File: src/ttcc_regs.svh
/*
  Register offsets, field positions, reset values and timing counts of the
  triple timer with capture/compare unit.
  Assumes a 32-bit Avalon-MM slave with byte addresses, one word per register.
*/
// Function
// three 16-bit timers, tick is oscillator/12
// counter input counts external edges, max osc/24
// mode 0: 8-bit counter behind /32 prescaler
// mode 1: full 16-bit counter
// mode 2: 8-bit counter, auto-reload from high byte
// mode 3: timer zero split, timer one holds
// gate input enables counting when programmed
// timer two: 16-bit, /2 prescaler, gate option
// four 16-bit capture/compare regs, one reloads
// reload mode 0: overflow loads reload value
// reload mode 1: trigger falling edge loads, flags
// capture mode 0: pin transition latches timer two
// capture mode 1: low-byte write latches timer two
// compare match drives output and raises flag
// compare mode 0: high on match, low on overflow
// compare mode 1: software level, overflow no change
// timer two count/gate pin and trigger pin
// timers zero/one count and gate pins
// channels zero to three use four pins
// overflow sets sticky flag, software clears it
`ifndef TTCC_REGS_SVH
`define TTCC_REGS_SVH

// ************************************
// byte offsets
// ************************************
`define TTCC_OFF_CTRL 6'h00
`define TTCC_OFF_TMR2CTL 6'h04
`define TTCC_OFF_CHCFG 6'h08
`define TTCC_OFF_FLAGS 6'h0C
`define TTCC_OFF_TMR0 6'h10
`define TTCC_OFF_TMR1 6'h14
`define TTCC_OFF_TMR2 6'h18
`define TTCC_OFF_CCV0 6'h1C

// ************************************
// field positions
// ************************************
`define TTCC_T01_STRIDE 5
`define TTCC_FLD_MODE 0
`define TTCC_FLD_CNTSEL 2
`define TTCC_FLD_GATE 3
`define TTCC_FLD_RUN 4
`define TTCC_FLD_RUNHI 10
`define TTCC_FLD_SRC 0
`define TTCC_FLD_PRESC 2
`define TTCC_FLD_RLEN 3
`define TTCC_FLD_RLEXT 4
`define TTCC_FLD_CMPM1 5
`define TTCC_FLD_LEVEL 8
`define TTCC_FLG_TF0 0
`define TTCC_FLG_TF1 1
`define TTCC_FLG_TF0H 2
`define TTCC_FLG_TF2 3
`define TTCC_FLG_EXT 4
`define TTCC_FLG_CH 5

// ************************************
// reset values and timing
// ************************************
`define TTCC_RST_CTRL 11'h000
`define TTCC_RST_TMR2CTL 6'h00
`define TTCC_RST_CHCFG 12'h000
`define TTCC_RST_FLAGS 9'h000
`define TTCC_RST_CNT 16'h0000
`define TTCC_TICK_DIV 4'hC

`endif

File: src/ttcc_pkg.sv
/*
  Types shared by the timer/capture/compare block.
  Assumes the constants header for all numbers.
*/
package ttcc_pkg;
  // operating mode of timers zero and one
  typedef enum logic [1:0] {
    TTCC_M_PRESC, TTCC_M_FULL, TTCC_M_RELOAD, TTCC_M_SPLIT
  } ttcc_mode_t;
  // count source of timer two
  typedef enum logic [1:0] {
    TTCC_SRC_STOP, TTCC_SRC_TICK, TTCC_SRC_GATED, TTCC_SRC_PIN
  } ttcc_src_t;
  // function of one capture/compare channel
  typedef enum logic [1:0] {
    TTCC_CH_OFF, TTCC_CH_CAP_PIN, TTCC_CH_CMP, TTCC_CH_CAP_WR
  } ttcc_chan_t;
endpackage

File: src/ttcc_top.sv
/*
  Three timer/counters with a four-channel capture/compare unit on timer
  two, registers on an Avalon-MM slave with waitrequest.
  Assumes pins are synchronous to clk_i and external count edges arrive
  no faster than one per 24 clocks.
*/
// Our own choices: the register addresses and the Avalon-MM slave port.
`timescale 1ns/1ps
`include "ttcc_regs.svh"
module ttcc_top (
  // clock, reset, enable
  input wire logic clk_i,
  input wire logic sys_rst_i,
  input wire logic ce_i,
  // avalon-mm slave
  input wire logic [5:0] avs_address_i,
  input wire logic avs_read_i,
  input wire logic avs_write_i,
  input wire logic [31:0] avs_writedata_i,
  input wire logic [3:0] avs_byteenable_i,
  output logic [31:0] avs_readdata_o,
  output logic avs_waitrequest_o,
  // timers zero and one pins
  input wire logic timer_zero_count_input_i,
  input wire logic timer_one_count_input_i,
  input wire logic ext_irq_zero_gate_i,
  input wire logic ext_irq_one_gate_i,
  // timer two pins
  input wire logic timer_two_count_gate_input_i,
  input wire logic timer_two_reload_trigger_i,
  // capture/compare pins, bit n is channel n
  input wire logic [3:0] capcmp_pin_i,
  output logic [3:0] capcmp_pin_o,
  output logic [3:0] capcmp_pin_oe_o
);

  // ************************************
  // helpers
  // ************************************
  // byte-lane merge of a 16-bit field
  function automatic logic [15:0] be_merge(input logic [15:0] o, input logic [15:0] n,
                                           input logic [1:0] be);
    be_merge = {be[1] ? n[15:8] : o[15:8], be[0] ? n[7:0] : o[7:0]};
  endfunction

  // one count step of timer zero/one: {overflow, next value}
  function automatic logic [16:0] t01_step(input logic [15:0] c, input logic [1:0] m);
    case (m)
      2'h0: begin
        if (c[4:0] == 5'h1F) begin
          t01_step = {c[15:8] == 8'hFF, c[15:8] + 8'h01, c[7:5], 5'h00};
        end else begin
          t01_step = {1'b0, c[15:5], c[4:0] + 5'h01};
        end
      end
      2'h1: t01_step = {1'b0, c} + 17'h00001;
      2'h2: begin
        if (c[7:0] == 8'hFF) begin
          t01_step = {1'b1, c[15:8], c[15:8]};
        end else begin
          t01_step = {1'b0, c[15:8], c[7:0] + 8'h01};
        end
      end
      default: t01_step = {c[7:0] == 8'hFF, c[15:8], c[7:0] + 8'h01};
    endcase
  endfunction

  // ************************************
  // bus decode
  // ************************************
  logic wait_reg;
  logic [31:0] rdata_reg;
  logic [10:0] ctrl_reg;
  logic [5:0] t2c_reg;
  logic [11:0] chc_reg;
  logic [8:0] flag_reg;
  logic [15:0] tmr2_reg;
  logic [3:0] div_reg;
  logic [1:0][15:0] tmr_q;
  logic [3:0][15:0] ccv_q;
  logic [1:0] ovf01;
  logic [1:0] ovfhi;
  logic [3:0] ch_ev;
  logic [31:0] rd_mux;

  // a request is taken on the edge where waitrequest is seen low
  wire wr = avs_write_i & ~wait_reg;
  wire [15:0] wd = avs_writedata_i[15:0];
  wire [1:0] be = avs_byteenable_i[1:0];
  wire wr_ctrl = wr && avs_address_i == `TTCC_OFF_CTRL;
  wire wr_t2c = wr && avs_address_i == `TTCC_OFF_TMR2CTL;
  wire wr_chc = wr && avs_address_i == `TTCC_OFF_CHCFG;
  wire wr_flg = wr && avs_address_i == `TTCC_OFF_FLAGS;
  wire wr_tmr2 = wr && avs_address_i == `TTCC_OFF_TMR2;
  wire [1:0] wr_tmr = {wr && avs_address_i == `TTCC_OFF_TMR1,
                       wr && avs_address_i == `TTCC_OFF_TMR0};
  // offset from the first channel word; lower addresses wrap far out of range
  wire [5:0] ccv_off = avs_address_i - `TTCC_OFF_CCV0;
  wire [3:0] ccv_hit = (ccv_off[5:4] == 2'h0 && ccv_off[1:0] == 2'h0)
                       ? 4'h1 << ccv_off[3:2] : 4'h0;
  wire [3:0] wr_ccv = (wr && avs_address_i[1:0] == 2'h0) ? ccv_hit : 4'h0;

  // readback selection, unmapped words read as zero
  assign rd_mux =
    (avs_address_i == `TTCC_OFF_CTRL) ? {21'h0, ctrl_reg} :
    (avs_address_i == `TTCC_OFF_TMR2CTL) ? {26'h0, t2c_reg} :
    (avs_address_i == `TTCC_OFF_CHCFG) ? {20'h0, chc_reg} :
    (avs_address_i == `TTCC_OFF_FLAGS) ? {23'h0, flag_reg} :
    (avs_address_i == `TTCC_OFF_TMR0) ? {16'h0, tmr_q[0]} :
    (avs_address_i == `TTCC_OFF_TMR1) ? {16'h0, tmr_q[1]} :
    (avs_address_i == `TTCC_OFF_TMR2) ? {16'h0, tmr2_reg} :
    (avs_address_i[1:0] == 2'h0 && ccv_hit[0]) ? {16'h0, ccv_q[0]} :
    (avs_address_i[1:0] == 2'h0 && ccv_hit[1]) ? {16'h0, ccv_q[1]} :
    (avs_address_i[1:0] == 2'h0 && ccv_hit[2]) ? {16'h0, ccv_q[2]} :
    (avs_address_i[1:0] == 2'h0 && ccv_hit[3]) ? {16'h0, ccv_q[3]} : 32'h0;

  // one wait cycle per request, so readdata always comes from a flop
  always_ff @(posedge clk_i) begin
    if (sys_rst_i) begin
      wait_reg <= 1'b1;
      rdata_reg <= 32'h0;
    end else if (ce_i) begin
      wait_reg <= ~((avs_read_i | avs_write_i) & wait_reg);
      if (avs_read_i & wait_reg) begin
        rdata_reg <= rd_mux;
      end
    end
  end
  assign avs_waitrequest_o = wait_reg;
  assign avs_readdata_o = rdata_reg;

  // control registers, merged per byte lane before the narrow store
  wire [15:0] ctrl_m = be_merge({5'h0, ctrl_reg}, wd, be);
  wire [15:0] t2c_m = be_merge({10'h0, t2c_reg}, wd, be);
  wire [15:0] chc_m = be_merge({4'h0, chc_reg}, wd, be);
  always_ff @(posedge clk_i) begin
    if (sys_rst_i) begin
      ctrl_reg <= `TTCC_RST_CTRL;
      t2c_reg <= `TTCC_RST_TMR2CTL;
      chc_reg <= `TTCC_RST_CHCFG;
    end else if (ce_i) begin
      if (wr_ctrl) ctrl_reg <= ctrl_m[10:0];
      if (wr_t2c) t2c_reg <= t2c_m[5:0];
      if (wr_chc) chc_reg <= chc_m[11:0];
    end
  end

  // sticky flags: write one clears, a new event in the same cycle wins
  wire [8:0] flag_ev = {ch_ev, 1'b0, 1'b0, ovfhi[0], ovf01};
  wire [15:0] clr_m = be_merge(16'h0, wd, be);
  wire [8:0] flag_clr = wr_flg ? clr_m[8:0] : 9'h000;
  logic ext_ev;
  logic ovf2;
  always_ff @(posedge clk_i) begin
    if (sys_rst_i) begin
      flag_reg <= `TTCC_RST_FLAGS;
    end else if (ce_i) begin
      flag_reg <= (flag_reg & ~flag_clr) | flag_ev
                  | ({8'h0, ovf2} << `TTCC_FLG_TF2) | ({8'h0, ext_ev} << `TTCC_FLG_EXT);
    end
  end

  // ************************************
  // machine tick
  // ************************************
  wire tick_w = div_reg == `TTCC_TICK_DIV - 4'h1;
  // clk_i is the oscillator; one tick every twelve clocks
  always_ff @(posedge clk_i) begin
    if (sys_rst_i) begin
      div_reg <= 4'h0;
    end else if (ce_i) begin
      div_reg <= tick_w ? 4'h0 : div_reg + 4'h1;
    end
  end

  // ************************************
  // timers zero and one
  // ************************************
  wire [1:0] cnt_pin = {timer_one_count_input_i, timer_zero_count_input_i};
  wire [1:0] gate_pin = {ext_irq_one_gate_i, ext_irq_zero_gate_i};

  for (genvar i = 0; i < 2; i++) begin : g_t01
    logic [15:0] cnt_reg;
    logic prev_reg;
    wire [4:0] cf = ctrl_reg[`TTCC_T01_STRIDE*i +: `TTCC_T01_STRIDE];
    wire [1:0] md = cf[`TTCC_FLD_MODE +: 2];
    // every falling edge is seen; one clock of pin history is enough
    wire fall = prev_reg & ~cnt_pin[i];
    wire src = cf[`TTCC_FLD_CNTSEL] ? fall : tick_w;
    wire gate_ok = ~cf[`TTCC_FLD_GATE] | gate_pin[i];
    wire held = (i == 1) && md == 2'h3;
    wire inc = cf[`TTCC_FLD_RUN] & gate_ok & src & ~held;
    wire [16:0] st = t01_step(cnt_reg, md);
    // split mode: high byte of timer zero ticks on its own run bit
    wire hinc = (i == 0) && md == 2'h3 && ctrl_reg[`TTCC_FLD_RUNHI] && tick_w;
    wire [8:0] hs = {1'b0, cnt_reg[15:8]} + 9'h001;
    assign ovf01[i] = inc & st[16];
    assign ovfhi[i] = hinc & hs[8];
    assign tmr_q[i] = cnt_reg;
    always_ff @(posedge clk_i) begin
      if (sys_rst_i) begin
        cnt_reg <= `TTCC_RST_CNT;
        prev_reg <= 1'b0;
      end else if (ce_i) begin
        prev_reg <= cnt_pin[i];
        if (wr_tmr[i]) begin
          cnt_reg <= be_merge(cnt_reg, wd, be);
        end else begin
          cnt_reg <= {hinc ? hs[7:0] : (inc ? st[15:8] : cnt_reg[15:8]),
                      inc ? st[7:0] : cnt_reg[7:0]};
        end
      end
    end
  end

  // ************************************
  // timer two
  // ************************************
  logic t2prev_reg;
  logic trprev_reg;
  logic pre_reg;
  ttcc_pkg::ttcc_src_t src2;
  assign src2 = ttcc_pkg::ttcc_src_t'(t2c_reg[`TTCC_FLD_SRC +: 2]);
  wire t2pin = timer_two_count_gate_input_i;
  wire t2fall = t2prev_reg & ~t2pin;
  wire raw2 = (src2 == ttcc_pkg::TTCC_SRC_TICK && tick_w)
              || (src2 == ttcc_pkg::TTCC_SRC_GATED && tick_w && t2pin)
              || (src2 == ttcc_pkg::TTCC_SRC_PIN && t2fall);
  wire inc2 = raw2 & (~t2c_reg[`TTCC_FLD_PRESC] | pre_reg);
  assign ovf2 = inc2 && tmr2_reg == 16'hFFFF;
  wire trig_fall = trprev_reg & ~timer_two_reload_trigger_i;
  assign ext_ev = trig_fall & t2c_reg[`TTCC_FLD_RLEXT];
  wire load2 = t2c_reg[`TTCC_FLD_RLEN]
               & (t2c_reg[`TTCC_FLD_RLEXT] ? ext_ev : ovf2);

  // a bus write to the count wins over reload and counting
  always_ff @(posedge clk_i) begin
    if (sys_rst_i) begin
      tmr2_reg <= `TTCC_RST_CNT;
      t2prev_reg <= 1'b0;
      trprev_reg <= 1'b0;
      pre_reg <= 1'b0;
    end else if (ce_i) begin
      t2prev_reg <= t2pin;
      trprev_reg <= timer_two_reload_trigger_i;
      if (raw2) pre_reg <= ~pre_reg;
      if (wr_tmr2) tmr2_reg <= be_merge(tmr2_reg, wd, be);
      else if (load2) tmr2_reg <= ccv_q[0];
      else if (inc2) tmr2_reg <= tmr2_reg + 16'h0001;
    end
  end

  // ************************************
  // capture/compare channels
  // ************************************
  for (genvar j = 0; j < 4; j++) begin : g_ch
    logic [15:0] ccv_reg;
    logic pin_prev_reg;
    logic match_prev_reg;
    logic out_reg;
    logic oe_reg;
    ttcc_pkg::ttcc_chan_t cm;
    assign cm = ttcc_pkg::ttcc_chan_t'(chc_reg[2*j +: 2]);
    wire match = cm == ttcc_pkg::TTCC_CH_CMP && tmr2_reg == ccv_reg;
    // only the first cycle of a match counts, so a stopped timer fires once
    wire cmp_ev = match & ~match_prev_reg;
    wire cap_ev = (cm == ttcc_pkg::TTCC_CH_CAP_PIN && (pin_prev_reg ^ capcmp_pin_i[j]))
                  || (cm == ttcc_pkg::TTCC_CH_CAP_WR && wr_ccv[j] && be[0]);
    wire lvl = t2c_reg[`TTCC_FLD_CMPM1] ? chc_reg[`TTCC_FLD_LEVEL + j] : 1'b1;
    assign ch_ev[j] = cmp_ev | cap_ev;
    assign ccv_q[j] = ccv_reg;
    assign capcmp_pin_o[j] = out_reg;
    assign capcmp_pin_oe_o[j] = oe_reg;
    always_ff @(posedge clk_i) begin
      if (sys_rst_i) begin
        ccv_reg <= `TTCC_RST_CNT;
        pin_prev_reg <= 1'b0;
        match_prev_reg <= 1'b0;
        out_reg <= 1'b0;
        oe_reg <= 1'b0;
      end else if (ce_i) begin
        pin_prev_reg <= capcmp_pin_i[j];
        match_prev_reg <= match;
        oe_reg <= cm == ttcc_pkg::TTCC_CH_CMP;
        if (cap_ev) ccv_reg <= tmr2_reg;
        else if (wr_ccv[j]) ccv_reg <= be_merge(ccv_reg, wd, be);
        if (cmp_ev) out_reg <= lvl;
        else if (ovf2 && !t2c_reg[`TTCC_FLD_CMPM1]) out_reg <= 1'b0;
      end
    end
  end
endmodule

File: config.mk
export PLATFORM = sky130hd
export DESIGN_NAME = ttcc_top
export DESIGN_NICKNAME = d
export VERILOG_FILES = /design/src/ttcc_pkg.sv /design/src/ttcc_top.sv
export VERILOG_INCLUDE_DIRS = /design/src
export SDC_FILE = /design/constraint.sdc
export NUM_CORES = 1
export LEC_CHECK = 0
export BUFFER_PORTS_ARGS = -buffer_cell sky130_fd_sc_hd__buf_2
export CORE_AREA = 2 2 180 182
export DETAILED_ROUTE_END_ITERATION = 6
export DIE_AREA = 0 0 182 184
export PLACE_DENSITY = 0.55
export SLEW_MARGIN = 20
export SYNTH_ARGS = -nofsm -noshare
export SYNTH_HDL_FRONTEND = slang
export SYNTH_SLANG_ARGS = --single-unit
File: constraint.sdc
create_clock -name clk_i -period 3.61 [get_ports clk_i]
set_input_delay 0.722 -clock clk_i [delete_from_list [all_inputs] [get_ports clk_i]]
set_output_delay 0.722 -clock clk_i [all_outputs]
set_load 0.02 [all_outputs]
Word-level counts from Yosys, hierarchy flattened
Cells that the tools add are included.

word-level totals
  output and inout bits = 41
  logic and storage cells = 318
  register bits = 208

cells by class
  equality and inequality tests = 51
  shifts and indexed selects = 1
  muxes and demuxes = 55
  $add $sub $neg = 12
  bitwise operators = 54
  reduce and logical (&&, ||, !) cells = 99

operators by type and width
  operator                 number
  $mux W16                 24
  $pmux W17 S3             2
  $mux W17                 4
  $eq A16 B16 Y1           4
  $mux W8                  8
  $reduce_and A3 Y1        17
  $logic_and A1 B1 Y1      37
  $reduce_bool A2 Y1       18
  $add A16 B1 Y17 const B  2
  $add A8 B1 Y8 const B    4
  $eq A8 B8 Y1 const B     4
  $eq A2 B2 Y1 const B     14
  $and A1 B1 Y1            22
  $eq A6 B5 Y1 const B     3
  $ne A2 B2 Y1 const B     9
  $add A16 B1 Y16 const B  1
  $eq A16 B16 Y1 const B   1
  $not A1 Y1               15
  $eq A2 B1 Y1 const B     7
  $mux W1                  13
  $eq A6 B4 Y1 const B     2
  $mux W4                  3
  $reduce_and A2 Y1        6
  $reduce_and A6 Y1        2
  other kinds (25)         50

Depth between registers and ports, before layout
Gate-level depths: netlist of run 1.

  depth after elaboration = 16
  depth in mapped cells = 11

Least setup slack after synthesis of run 1
OpenSTA, ideal clock, no wires.

  path kind = input to register
  from = input port avs_address_i[5]
  to = register g_t01[1].cnt_reg[9]
  data required time = 3,481 ps
  stages on the path = 9
  arrival = 2,447 ps
  slack = 1,034 ps
  path buffers = 3
  cell sequence = or4b_1 > buf_4 > nor3_4 > nor2_1 > a2bb2o_4 > clkbuf_1 > buf_2 > o211ai_1 > o32ai_1

on the way
  cells in the longest elaborated chain, start to end = 4
  elaborated cells between the ends (all ways) = 9
  those cells by class = 4 x eq/ne; 1 x mux; 4 x reduce/logical

ends and longest elaborated chain
  item                                                         line             source
  start: declaration                                           ttcc_top.sv:16   input wire logic [5:0] avs_address_i,
  $eq A6 B5 Y1 (no source line) (*)                            --
  $logic_and A1 B1 Y1 (no source line) (*)                     --
  $ne A3 B3 Y1 (no source line), or another cell as far along  --
  $reduce_and A6 Y1 (no source line)                           --
  end signal: assignment                                       ttcc_top.sv:202  cnt_reg <= `TTCC_RST_CNT;
  end signal: assignment                                       ttcc_top.sv:207  cnt_reg <= be_merge(cnt_reg, wd, be);
  end signal: assignment                                       ttcc_top.sv:209  cnt_reg <= {hinc ? hs[7:0] : (inc ? st[15:8] : cnt_reg[15:8]),
  end: declaration                                             ttcc_top.sv:183  logic [15:0] cnt_reg;

Every way passes the cells marked *; elsewhere a longest branch is shown, timed or not.
A chain may end at the register's enable or synchronous reset.

Worst setup path in the final report of run 1
  from = register g_t01[0].cnt_reg[0]
  to = register g_t01[0].cnt_reg[11]

on the way
  cells in the longest elaborated chain, start to end = 5
  elaborated cells between the ends (all ways) = 8
  those cells by class = 1 x add/sub; 2 x eq/ne; 4 x mux; 1 x reduce/logical

ends and longest elaborated chain
  item                      line             source
  start: declaration        ttcc_top.sv:183
  start signal: assignment  ttcc_top.sv:202
  start signal: assignment  ttcc_top.sv:207
  start signal: assignment  ttcc_top.sv:209
  $add A16 B1 Y17           ttcc_top.sv:56   2'h1: t01_step = {1'b0, c} + 17'h00001;
  $pmux W17 S3              ttcc_top.sv:48   case (m)
  $mux W8 (2 in series)     ttcc_top.sv:209
  $mux W16                  ttcc_top.sv:206  if (wr_tmr[i]) begin

Parallel ways exist; a longest one is shown, timed or not. The select of a mux whose other input is x is not followed.

==> results of run 1 <==
[per-layer routing]
metal	GRT usage (%)	wire (um)	share of wire (%)
met5	0	0	0
met3	4.00	3820	7.8
met1	40.9	21600	44
met2	43.9	21000	43
met4	14.0	2410	4.9
[per-stage QoR]
stage | instances | hold slack (ps) | instance area [um2] | worst slack [ps] | utilization (%)
floorplan | 1595 | 432 | 12600 | 1030 | -
global placement | 1964 | 442 | 13200 | 444 | 42.1
detailed placement | 1964 | 451 | 13200 | 396 | 42.1
CTS | 1996 | 462 | 13800 | 534 | 43.9
global route | 1996 | 485 | 13800 | 172 | 43.9
finish | 1996 | 463 | 13800 | 412 | 43.9
[kinds of logic (layout without fill, tap and decap cells)]
group                      count (synthesis)  after routing
and+or+nand+nor                          579            579
AOI/OAI and AO/OA                        401            401
DFF                                      192            192
buffers and inverters                    182            181
muxes                                    126            126
xor gates and xnor gates                  91             91
adders and majority gates                  8              8
other                                      1             16
[path summary, 6_finish.rpt]
path                               start                endpoint  slack, ps  depth (start not counted)
hold reg to reg   g_ch[0].match_prev_reg  g_ch[0].match_prev_reg        460                          2
setup / recovery     g_t01[0].cnt_reg[0]    g_t01[0].cnt_reg[11]        410                         10
setup reg to reg     g_t01[0].cnt_reg[0]    g_t01[0].cnt_reg[11]        410                         10
hold / removal    g_ch[0].match_prev_reg  g_ch[0].match_prev_reg        460                          2
[power breakdown]
group	internal (mW)	leakage, nW	switching (mW)
combinational	0.103	3.37	0.288
sequential	2.13	1.55	0.0134
clock	0.990	0.289	0.986
total	3.23	5.21	1.29
[placed cells by master (no fill, tap or decap), types with 7 or more instances in the layout]
| master | n |
|---|---|
| dfxtp_1 | 192 |
| nor2_1 | 175 |
| nand2_1 | 163 |
| mux2i_1 | 110 |
| a21oi_1 | 96 |
| a211oi_1 | 76 |
| nand3_1 | 69 |
| buf_4 | 66 |
| buf_2 | 62 |
| o21ai_0 | 57 |
| xnor2_1 | 46 |
| xor2_1 | 45 |
| nor3_1 | 34 |
| a311oi_1 | 22 |
| nand4_1 | 21 |
| nor4_1 | 21 |
| inv_1 | 17 |
| clkbuf_16 | 17 |
| a31oi_1 | 16 |
| conb_1 | 16 |
| nor2b_1 | 15 |
| a22oi_1 | 14 |
| or3_1 | 13 |
| nand2b_1 | 12 |
| and4_1 | 12 |
| mux2_2 | 10 |
| o22ai_1 | 10 |
| and3_1 | 9 |
| o221ai_1 | 9 |
| o211ai_1 | 8 |
| o221a_2 | 8 |
| ha_1 | 8 |
| o31ai_1 | 7 |
[synthesized netlist by cell type, types with 4 or more instances]
cell,n
buf_1,16
nand3b_1,4
a21oi_1,96
a311oi_1,22
o221a_2,8
nor3b_1,4
a31oi_1,17
buf_4,27
nor4_1,21
mux2i_1,110
o22ai_1,10
and4_1,12
o21a_1,4
o221ai_1,9
o32ai_1,4
nand4_1,21
a211oi_2,6
mux2_2,10
and3_1,9
mux4_2,6
buf_2,18
ha_1,8
nand3_1,69
o21ai_0,57
o31ai_1,7
nor3_1,34
a22o_1,5
nand2b_1,12
o211ai_1,8
a221oi_1,6
dfxtp_1,192
nor2b_1,15
inv_1,17
xor2_1,45
a211oi_1,76
nand4b_1,5
xnor2_1,46
nand2_1,163
a22oi_1,14
clkbuf_1,100
nor2_1,175
a211o_1,4
a32oi_1,6
or3_1,13
[worst max-delay path, delay by kind of cell (launching register included)]
kind	cells	cell delay (ps)
and+or+nand+nor	4	1260
adders and majority gates	2	490
AOI/OAI and AO/OA	3	710
DFF	1	530
buffers and inverters	1	130
[cell type report]
| class | count | area share, % |
|---|---|---|
| Clock buffer | 17 | 3.08 |
| Clock inverter | 15 | 1.19 |
| Inverter | 18 | 0.490 |
| Multi-Input combinational cell | 1221 | 57.5 |
| Sequential cell | 192 | 27.9 |
| Tap cell | 402 | 3.65 |
| Timing Repair Buffer | 131 | 6.21 |
==> out/qor.csv, run 1 <==
metric,value,unit
CTS Buffer Depth,2,
post-CTS setup-driven buffer insertion count,0,
total negative slack for setup checks,0,ps
multiplexer share of the synthesized area,10.8,%
number of hold violations in the final report,0,
clock edge transition at the registers on the reported setup and hold paths,70,ps
Post-Synth XOR/XNOR Area,6.36,%
number of rows created at floorplan,65,
number of global-route vias before repair,11500,
Chip Height,184,um
placed wire-length estimate after detailed placement,34.8,mm
initial core utilization,39.9,%
maximum fanout along the worst path,8,
post-route total power,4.51,mW
required time worst endpoint,3970,ps
number of search-and-repair iterations in the first detailed-routing pass,6,
Root Buffer,clkbuf_16,
max reg flops,64,
Mapped Avg Cell Area,7.93,um2
clock net sink count,192,
Filler cells,3142,
result of the run,finished clean,
IO Count,98,
port buffer count,63,
global-route wire length before repair,73.3,mm
Max Slew Vio Count,0,
TritonCTS Buffers,17,
cell type with the highest aggregate area in the netlist,dfxtp_1,
Post-route DRC,0,
endpoints failing setup,0,
"arithmetic-cell share of the synthesized area counting full adders, half adders and majority gates",0.799,%
Overflow after GRT,0,
actual slew at the worst max-slew pin,822,ps
routed via count divided by cell count,6.24,
post-synthesis sequential element count,192,
areal power density over the cells,327,nW/um2
type of the worst min-delay path,register to register,
Syn. warnings,0,
highest attainable clock frequency,0.313,GHz
Core ar.,31400,um2
area of all sequential standard cells,3840,um2
share of the synthesized area in compound gates (AO/OA/AOI/OAI),22.6,%
maxcap violations,0,
fin crit share,88.6,%
maximum number of pins on one net before global-route repair,83,
number of instances in the synthesized netlist,1580,
number of levels the H-tree was split into,4,
unrepaired setup endpoints after global routing,no,
"IR drop worst, VDD",245,uV
total track usage,29.1,%
combinational family with the most area after synthesis,compound AO/OA/AOI/OAI gates,
simple-gate area share of the yosys netlist,22.1,%
Worst setup EP type,register,
total number of vias,12500,
crit start category,register,
largest clock skew in the final design,10.3,ps
post-route minimum period,3200,ps
cell at the slowest stage of the critical path,dfxtp_1,
cell breakdown of the critical path,ha_1 -> nand3_1 -> inv_1 -> ha_1 -> or3b_2 -> o21ai_1 -> nor2_1 -> nor4_1 -> a22oi_1 -> a211oi_1,
Slew headroom,45.2,%
floorplan die width,182,um
area occupied by multi-input gates,7930,um2
antenna violations before repair,0,
number of distinct standard cells referenced by the synthesized netlist,84,
clock tree from TritonCTS,done,
highest cell delay on the worst timing path,530,ps
number of nets in the finished design,1646,
relative area change from synthesis to final layout,10.2,%
full die area,33500,um2
total routed wirelength,48.7,mm
Antenna diodes,0,
CTS hold repair buffers,0,
"top cells by area, synth","dfxtp_1 (31%), mux2i_1 (8.8%), nor2_1 (5.2%)",
prevailing post-synth register cell,dfxtp_1,
count of nets left with antenna violations after detail routing,0,
count of flip-flops with a built-in enable after synthesis,0,
"Arr. time, crit path",3560,ps
final weighted congestion in routability-driven placement,0.938,
Post-synth ARST share,0,%
Routed wire per std cell,24.4,um
clock insertion delay at the later pin of the skew report,450,ps
Iteration-0 DRC Markers,1532,
share of the yosys chip area belonging to registers,30.7,%
Post-Syn Area,12500,um2
number of gates resized after cts,0,
cell seen most often among critical-path stages,ha_1,
LEAKAGE,5.21,nW
area share of the largest cell type after synthesis,30.7,%
proportion of layout cells with a drive suffix above 1,13.3,%
Worst Setup Path Type,register to register,
Note: power is estimated with default switching activity, not from simulation.
==> run 2: changes to the inputs <==
- PLACE_DENSITY: 0.55 -> 0.57
- clock period: 3.61 -> 2.8 ns (I/O delays scaled with it)
==> run 2 against run 1 <==
Against the previous run:
- sequential power is 29% higher
- count of clock-buffer cells in the layout is 3 higher
- hold slack worse by 110 ps
- sequential cell count stayed put
- combinational power is 32% higher
- power is 30% higher
- utilization is 1.2 points higher
- design area is 2.7% higher
- cell count is 2.1% higher
==> out/qor.csv, run 2 (synthesis gave the netlist of run 1 again) <==
metric,value,unit
result of the run,finished clean,
Iteration-0 DRC Markers,1495,
combined buffer and inverter count along the critical path,0,
CTS hold repair buffers,0,
"IR drop worst, VDD",329,uV
post-CTS setup-driven buffer insertion count,0,
fin crit share,91.2,%
Filler cells,3146,
TritonCTS Buffers,17,
crit start category,register,
endpoints failing setup,0,
"Arr. time, crit path",2850,ps
switching power share of the total,27.6,%
maxcap violations,0,
maximum fanout along the worst path,7,
Reg2Reg Depth,6,
reg-to-reg endpoint,g_ch[2].out_reg,
cell breakdown of the critical path,nand2_1 -> o211ai_1 -> nand2_1 -> or4_1 -> a21oi_1 -> a311oi_1,
relative contribution of combinational cells to total power,8.8,%
Worst setup EP type,register,
highest cell delay on the worst timing path,680,ps
Core ar.,31400,um2
proportion of layout cells with a drive suffix above 1,15.4,%
Routed wire per std cell,24.1,um
clock net sink count,192,
total negative slack for setup checks,0,ps
number of global-route vias before repair,11700,
actual slew at the worst max-slew pin,959,ps
Root Buffer,clkbuf_16,
cell seen most often among critical-path stages,nand2_1,
highest attainable clock frequency,0.392,GHz
final weighted congestion in routability-driven placement,0.928,
placed wire-length estimate after detailed placement,35.2,mm
hold endpoint,g_t01[0].prev_reg,
antenna violations before repair,0,
number of nets in the finished design,1688,
register share of total power,47.0,%
CTS Buffer Depth,2,
post-route total power,5.88,mW
routed via count divided by cell count,6.18,
"commonest non-fill, non-tap cells in the layout","dfxtp_1 (192), nor2_1 (175), nand2_1 (163), mux2i_1 (110), buf_4 (104)",
Reg-to-Reg Start,t2c_reg[1],
IO Count,98,
post-route minimum period,2550,ps
clock edge transition at the registers on the reported setup and hold paths,70,ps
hold path depth,3,
number of rows created at floorplan,65,
port buffer count,63,
Antenna diodes,0,
number of hold violations in the final report,0,
path length in cells of the critical path,6,
total track usage,29.3,%
type of the worst min-delay path,input pin to register,
unrepaired setup endpoints after global routing,no,
clock tree from TritonCTS,done,
initial core utilization,39.9,%
Worst Setup Path Type,register to register,
total number of vias,12600,
areal power density over the cells,415,nW/um2
Chip Height,184,um
Max Slew Vio Count,0,
LEAKAGE,5.44,nW
beginning of the worst hold path,timer_zero_count_input_i,
maximum number of pins on one net before global-route repair,171,
largest clock skew in the final design,15.5,ps
number of search-and-repair iterations in the first detailed-routing pass,7,
full die area,33500,um2
Top delay family on crit path,simple AND/OR/NAND/NOR gates,
number of gates resized after cts,0,
number of levels the H-tree was split into,4,
relative area change from synthesis to final layout,13.1,%
Slew headroom,36.1,%
Internal Power,4.26,mW
clock insertion delay at the later pin of the skew report,460,ps
count of nets left with antenna violations after detail routing,0,
reg2reg setup slack,250,ps
max reg flops,64,
floorplan die width,182,um
Post-route DRC,0,
required time worst endpoint,3090,ps
global-route wire length before repair,74.3,mm
Overflow after GRT,0,
cell at the slowest stage of the critical path,o211ai_1,
clock network fraction of total power,44.2,%
switching power total,1.62,mW
total routed wirelength,49.1,mm
"commonest non-fill, non-tap cell in the layout",dfxtp_1,
==> run 2: worst max path at each step <==
stage | start | to
2_1_floorplan | g_t01[0].cnt_reg[0] | g_t01[0].cnt_reg[11]
3_3_place_gp | avs_address_i[4] | g_ch[0].ccv_reg[0]
3_5_place_dp | avs_address_i[4] | g_ch[0].ccv_reg[2]
4_1_cts | g_t01[0].cnt_reg[0] | g_t01[0].cnt_reg[11]
5_1_grt | t2c_reg[1] | g_ch[2].out_reg
6_report | t2c_reg[1] | g_ch[2].out_reg
==> run 2: cell type report <==
class	count	area (um2)	share of cell area [%]
Clock inverter	12	148	1.04
Inverter	18	67.6	0.477
Clock buffer	20	447	3.15
Sequential cell	192	3840	27.1
Tap cell	402	503	3.55
Multi-Input combinational cell	1221	7930	56.0
Timing Repair Buffer	173	1220	8.63
==> run 2: per-stage QoR <==
stage,cells,area (um2),setup slack [ps],util [%],hold slack (ps)
after detailed placement,2006,13600,-6.22,43.2,456
after floorplan,1595,12600,303,-,432
after CTS,2038,14200,315,45.1,342
after global placement,2006,13600,58.1,43.2,445
final,2038,14200,247,45.1,353
after global routing,2038,14200,87.8,45.1,380
==> run 2: worst register-to-register path, delay by kind of cell, from the launching register on <==
family             cells  cell delay, ps
DFF                    1             410
AOI/OAI and AO/OA      3             920
and+or+nand+nor        3            1080
==> run 2: power by group through the flow <==
stage | Sequential [mW] | Clock (mW) | Combinational [mW]
4_1_cts | 2.77 | 2.62 | 0.505
3_5_place_dp | 2.83 | 0 | 0.503
3_3_place_gp | 2.83 | 0 | 0.500
6_report | 2.77 | 2.60 | 0.516
5_1_grt | 2.77 | 2.73 | 0.539
2_1_floorplan | 2.84 | 0 | 0.285
==> run 2: metal layers <==
layer	part of all wire, %	GRT usage [%]	wire length, um	vias up
met3	8.1	5.57	4000	110
met1	44	39.9	21600	6044
li1	-	-	-	5845
met4	4.1	12.6	2000	0
met2	44	45.2	21600	594
met5	0	0	0	-
==> run 3: changes to the inputs <==
- PLACE_DENSITY: 0.57 -> 0.55
- clock period: 2.8 -> 2.7 ns (I/O delays scaled with it)
==> run 3 against run 2 <==
Against the previous run:
- sequential share of layout area fell by 0.25 points
- combinational power rose by 6.2%
- clock skew rose by 2.9 ps
- fmax rose by 3.4%
- utilization rose by 0.45 points
- power rose by 0.63%
- sequential power rose by 4%
- clock power fell by 4%
- first-iteration DRC count rose by 2.6%
- die area did not move
==> out/qor.csv, run 3 (synthesis gave the netlist of run 1 again) <==
metric,value,unit
result of the run,finished clean,
relative area change from synthesis to final layout,14.2,%
clock tree from TritonCTS,done,
highest attainable clock frequency,0.405,GHz
floorplan die width,182,um
total number of vias,12700,
clock net sink count,192,
areal power density over the cells,414,nW/um2
maxcap violations,0,
count of nets left with antenna violations after detail routing,0,
"Arr. time, crit path",2840,ps
crit start category,register,
antenna violations before repair,1,
switching power total,1.70,mW
relative contribution of combinational cells to total power,9.3,%
maximum number of pins on one net before global-route repair,105,
Worst setup EP type,register,
number of global-route vias before repair,11800,
register share of total power,48.4,%
max reg flops,64,
slack of the critical path,230,ps
"IR drop worst, VDD",409,uV
LEAKAGE,5.52,nW
actual slew at the worst max-slew pin,825,ps
Antenna diodes,0,
clock edge transition at the registers on the reported setup and hold paths,80,ps
fin crit share,91.5,%
CTS Buffer Depth,2,
routed via count divided by cell count,6.17,
number of rows created at floorplan,65,
type of the worst min-delay path,input pin to register,
number of levels the H-tree was split into,4,
full die area,33500,um2
Core ar.,31400,um2
placed wire-length estimate after detailed placement,36.2,mm
clock network fraction of total power,42.3,%
total track usage,29.7,%
global-route wire length before repair,74.8,mm
required time worst endpoint,3070,ps
Routed wire per std cell,24.2,um
largest clock skew in the final design,18.4,ps
Max Slew Vio Count,0,
number of nets in the finished design,1706,
port buffer count,63,
"commonest non-fill, non-tap cells in the layout","dfxtp_1 (190), nor2_1 (175), nand2_1 (163), buf_4 (119), mux2i_1 (110)",
clock insertion delay at the later pin of the skew report,460,ps
CTS hold repair buffers,0,
final-layout worst hold slack,332,ps
initial core utilization,39.9,%
"commonest non-fill, non-tap cell in the layout",dfxtp_1,
Worst Setup Path Type,register to register,
placement-stage cell area,13700,um2
Chip Height,184,um
Internal Power,4.22,mW
proportion of layout cells with a drive suffix above 1,16.7,%
TritonCTS Buffers,17,
unrepaired setup endpoints after global routing,no,
total routed wirelength,49.7,mm
Root Buffer,clkbuf_16,
Iteration-0 DRC Markers,1534,
setup slack at placement,-132,ps
Post-route DRC,0,
switching power share of the total,28.8,%
total negative slack for setup checks,0,ps
post-route total power,5.92,mW
number of search-and-repair iterations in the first detailed-routing pass,6,
endpoints failing setup,0,
post-layout instance area,14300,um2
number of hold violations in the final report,0,
maximum fanout along the worst path,11,
final weighted congestion in routability-driven placement,0.962,
Overflow after GRT,0,
Slew headroom,44.1,%
IO Count,98,
post-route minimum period,2470,ps
-- run 3: cell count changes in the layout (fill, tap and decap cells not counted), moves of 2 or more --
cell | previous run | this run
buf_4 | 104 | 119
clkbuf_1 | 2 | 0
bufinv_16 | 2 | 0
dfxtp_2 | 0 | 2
clkinvlp_4 | 2 | 4
clkinv_2 | 0 | 2
buf_12 | 6 | 9
dfxtp_1 | 192 | 190
-- run 3: layout make-up --
| cell class | instances | area (um2) |
|---|---|---|
| Clock buffer | 17 | 425 |
| Clock inverter | 15 | 124 |
| Fill cell | 3187 | 17100 |
| Inverter | 18 | 67.6 |
| Multi-Input combinational cell | 1221 | 7940 |
| Sequential cell | 192 | 3850 |
| Tap cell | 402 | 503 |
| Timing Repair Buffer | 191 | 1400 |
-- run 3: critical path: stages, from the launching register on --
cell,delay [ps]
dfxtp_1,410
ha_1,320
and4_1,210
and4_1,380
nand4_1,190
and2_0,260
buf_4,210
mux2i_1,130
a211oi_1,270
-- run 3: path summary, 6_finish.rpt --
kind                                 from           endpoint  slack, ps  cells after the start
setup / recovery              tmr2_reg[1]        tmr2_reg[8]        230                      8
hold / removal    timer_one_count_input_i  g_t01[1].prev_reg        330                      3
setup reg to reg              tmr2_reg[1]        tmr2_reg[8]        230                      8
hold reg to reg               flag_reg[4]        flag_reg[4]        460                      2
-- run 3: power groups by stage --
stage | Sequential, mW | Clock (mW) | Combinational (mW)
after floorplan | 2.94 | 0 | 0.295
after global placement | 2.93 | 0 | 0.532
after detailed placement | 2.93 | 0 | 0.535
after CTS | 2.87 | 2.54 | 0.538
after global routing | 2.87 | 2.65 | 0.574
final | 2.87 | 2.50 | 0.548
-- run 3: timing repair --
action                                  4_1_cts  5_1_grt
buffers inserted                              0        0
hold endpoints to repair                      0        0
gates resized for setup                       0        4
endpoints found under the setup margin        0        6
-- run 3: routing by layer --
layer | up-vias | track usage, % | routed length [um] | part of all wire (%)
met2 | 654 | 46.0 | 21500 | 43
met1 | 6018 | 40.0 | 21900 | 44
met3 | 130 | 6.66 | 4300 | 8.6
met4 | 2 | 11.7 | 2020 | 4.1
li1 | 5890 | - | - | -
met5 | - | 0 | 13 | 0.026
-- run 3: per-stage QoR --
| stage | cells | utilization [%] |
|---|---|---|
| global placement | 2024 | 43.8 |
| finish | 2056 | 45.6 |
| global route | 2056 | 45.6 |
| CTS | 2056 | 45.5 |
| floorplan | 1595 | - |
| detailed placement | 2024 | 43.8 |
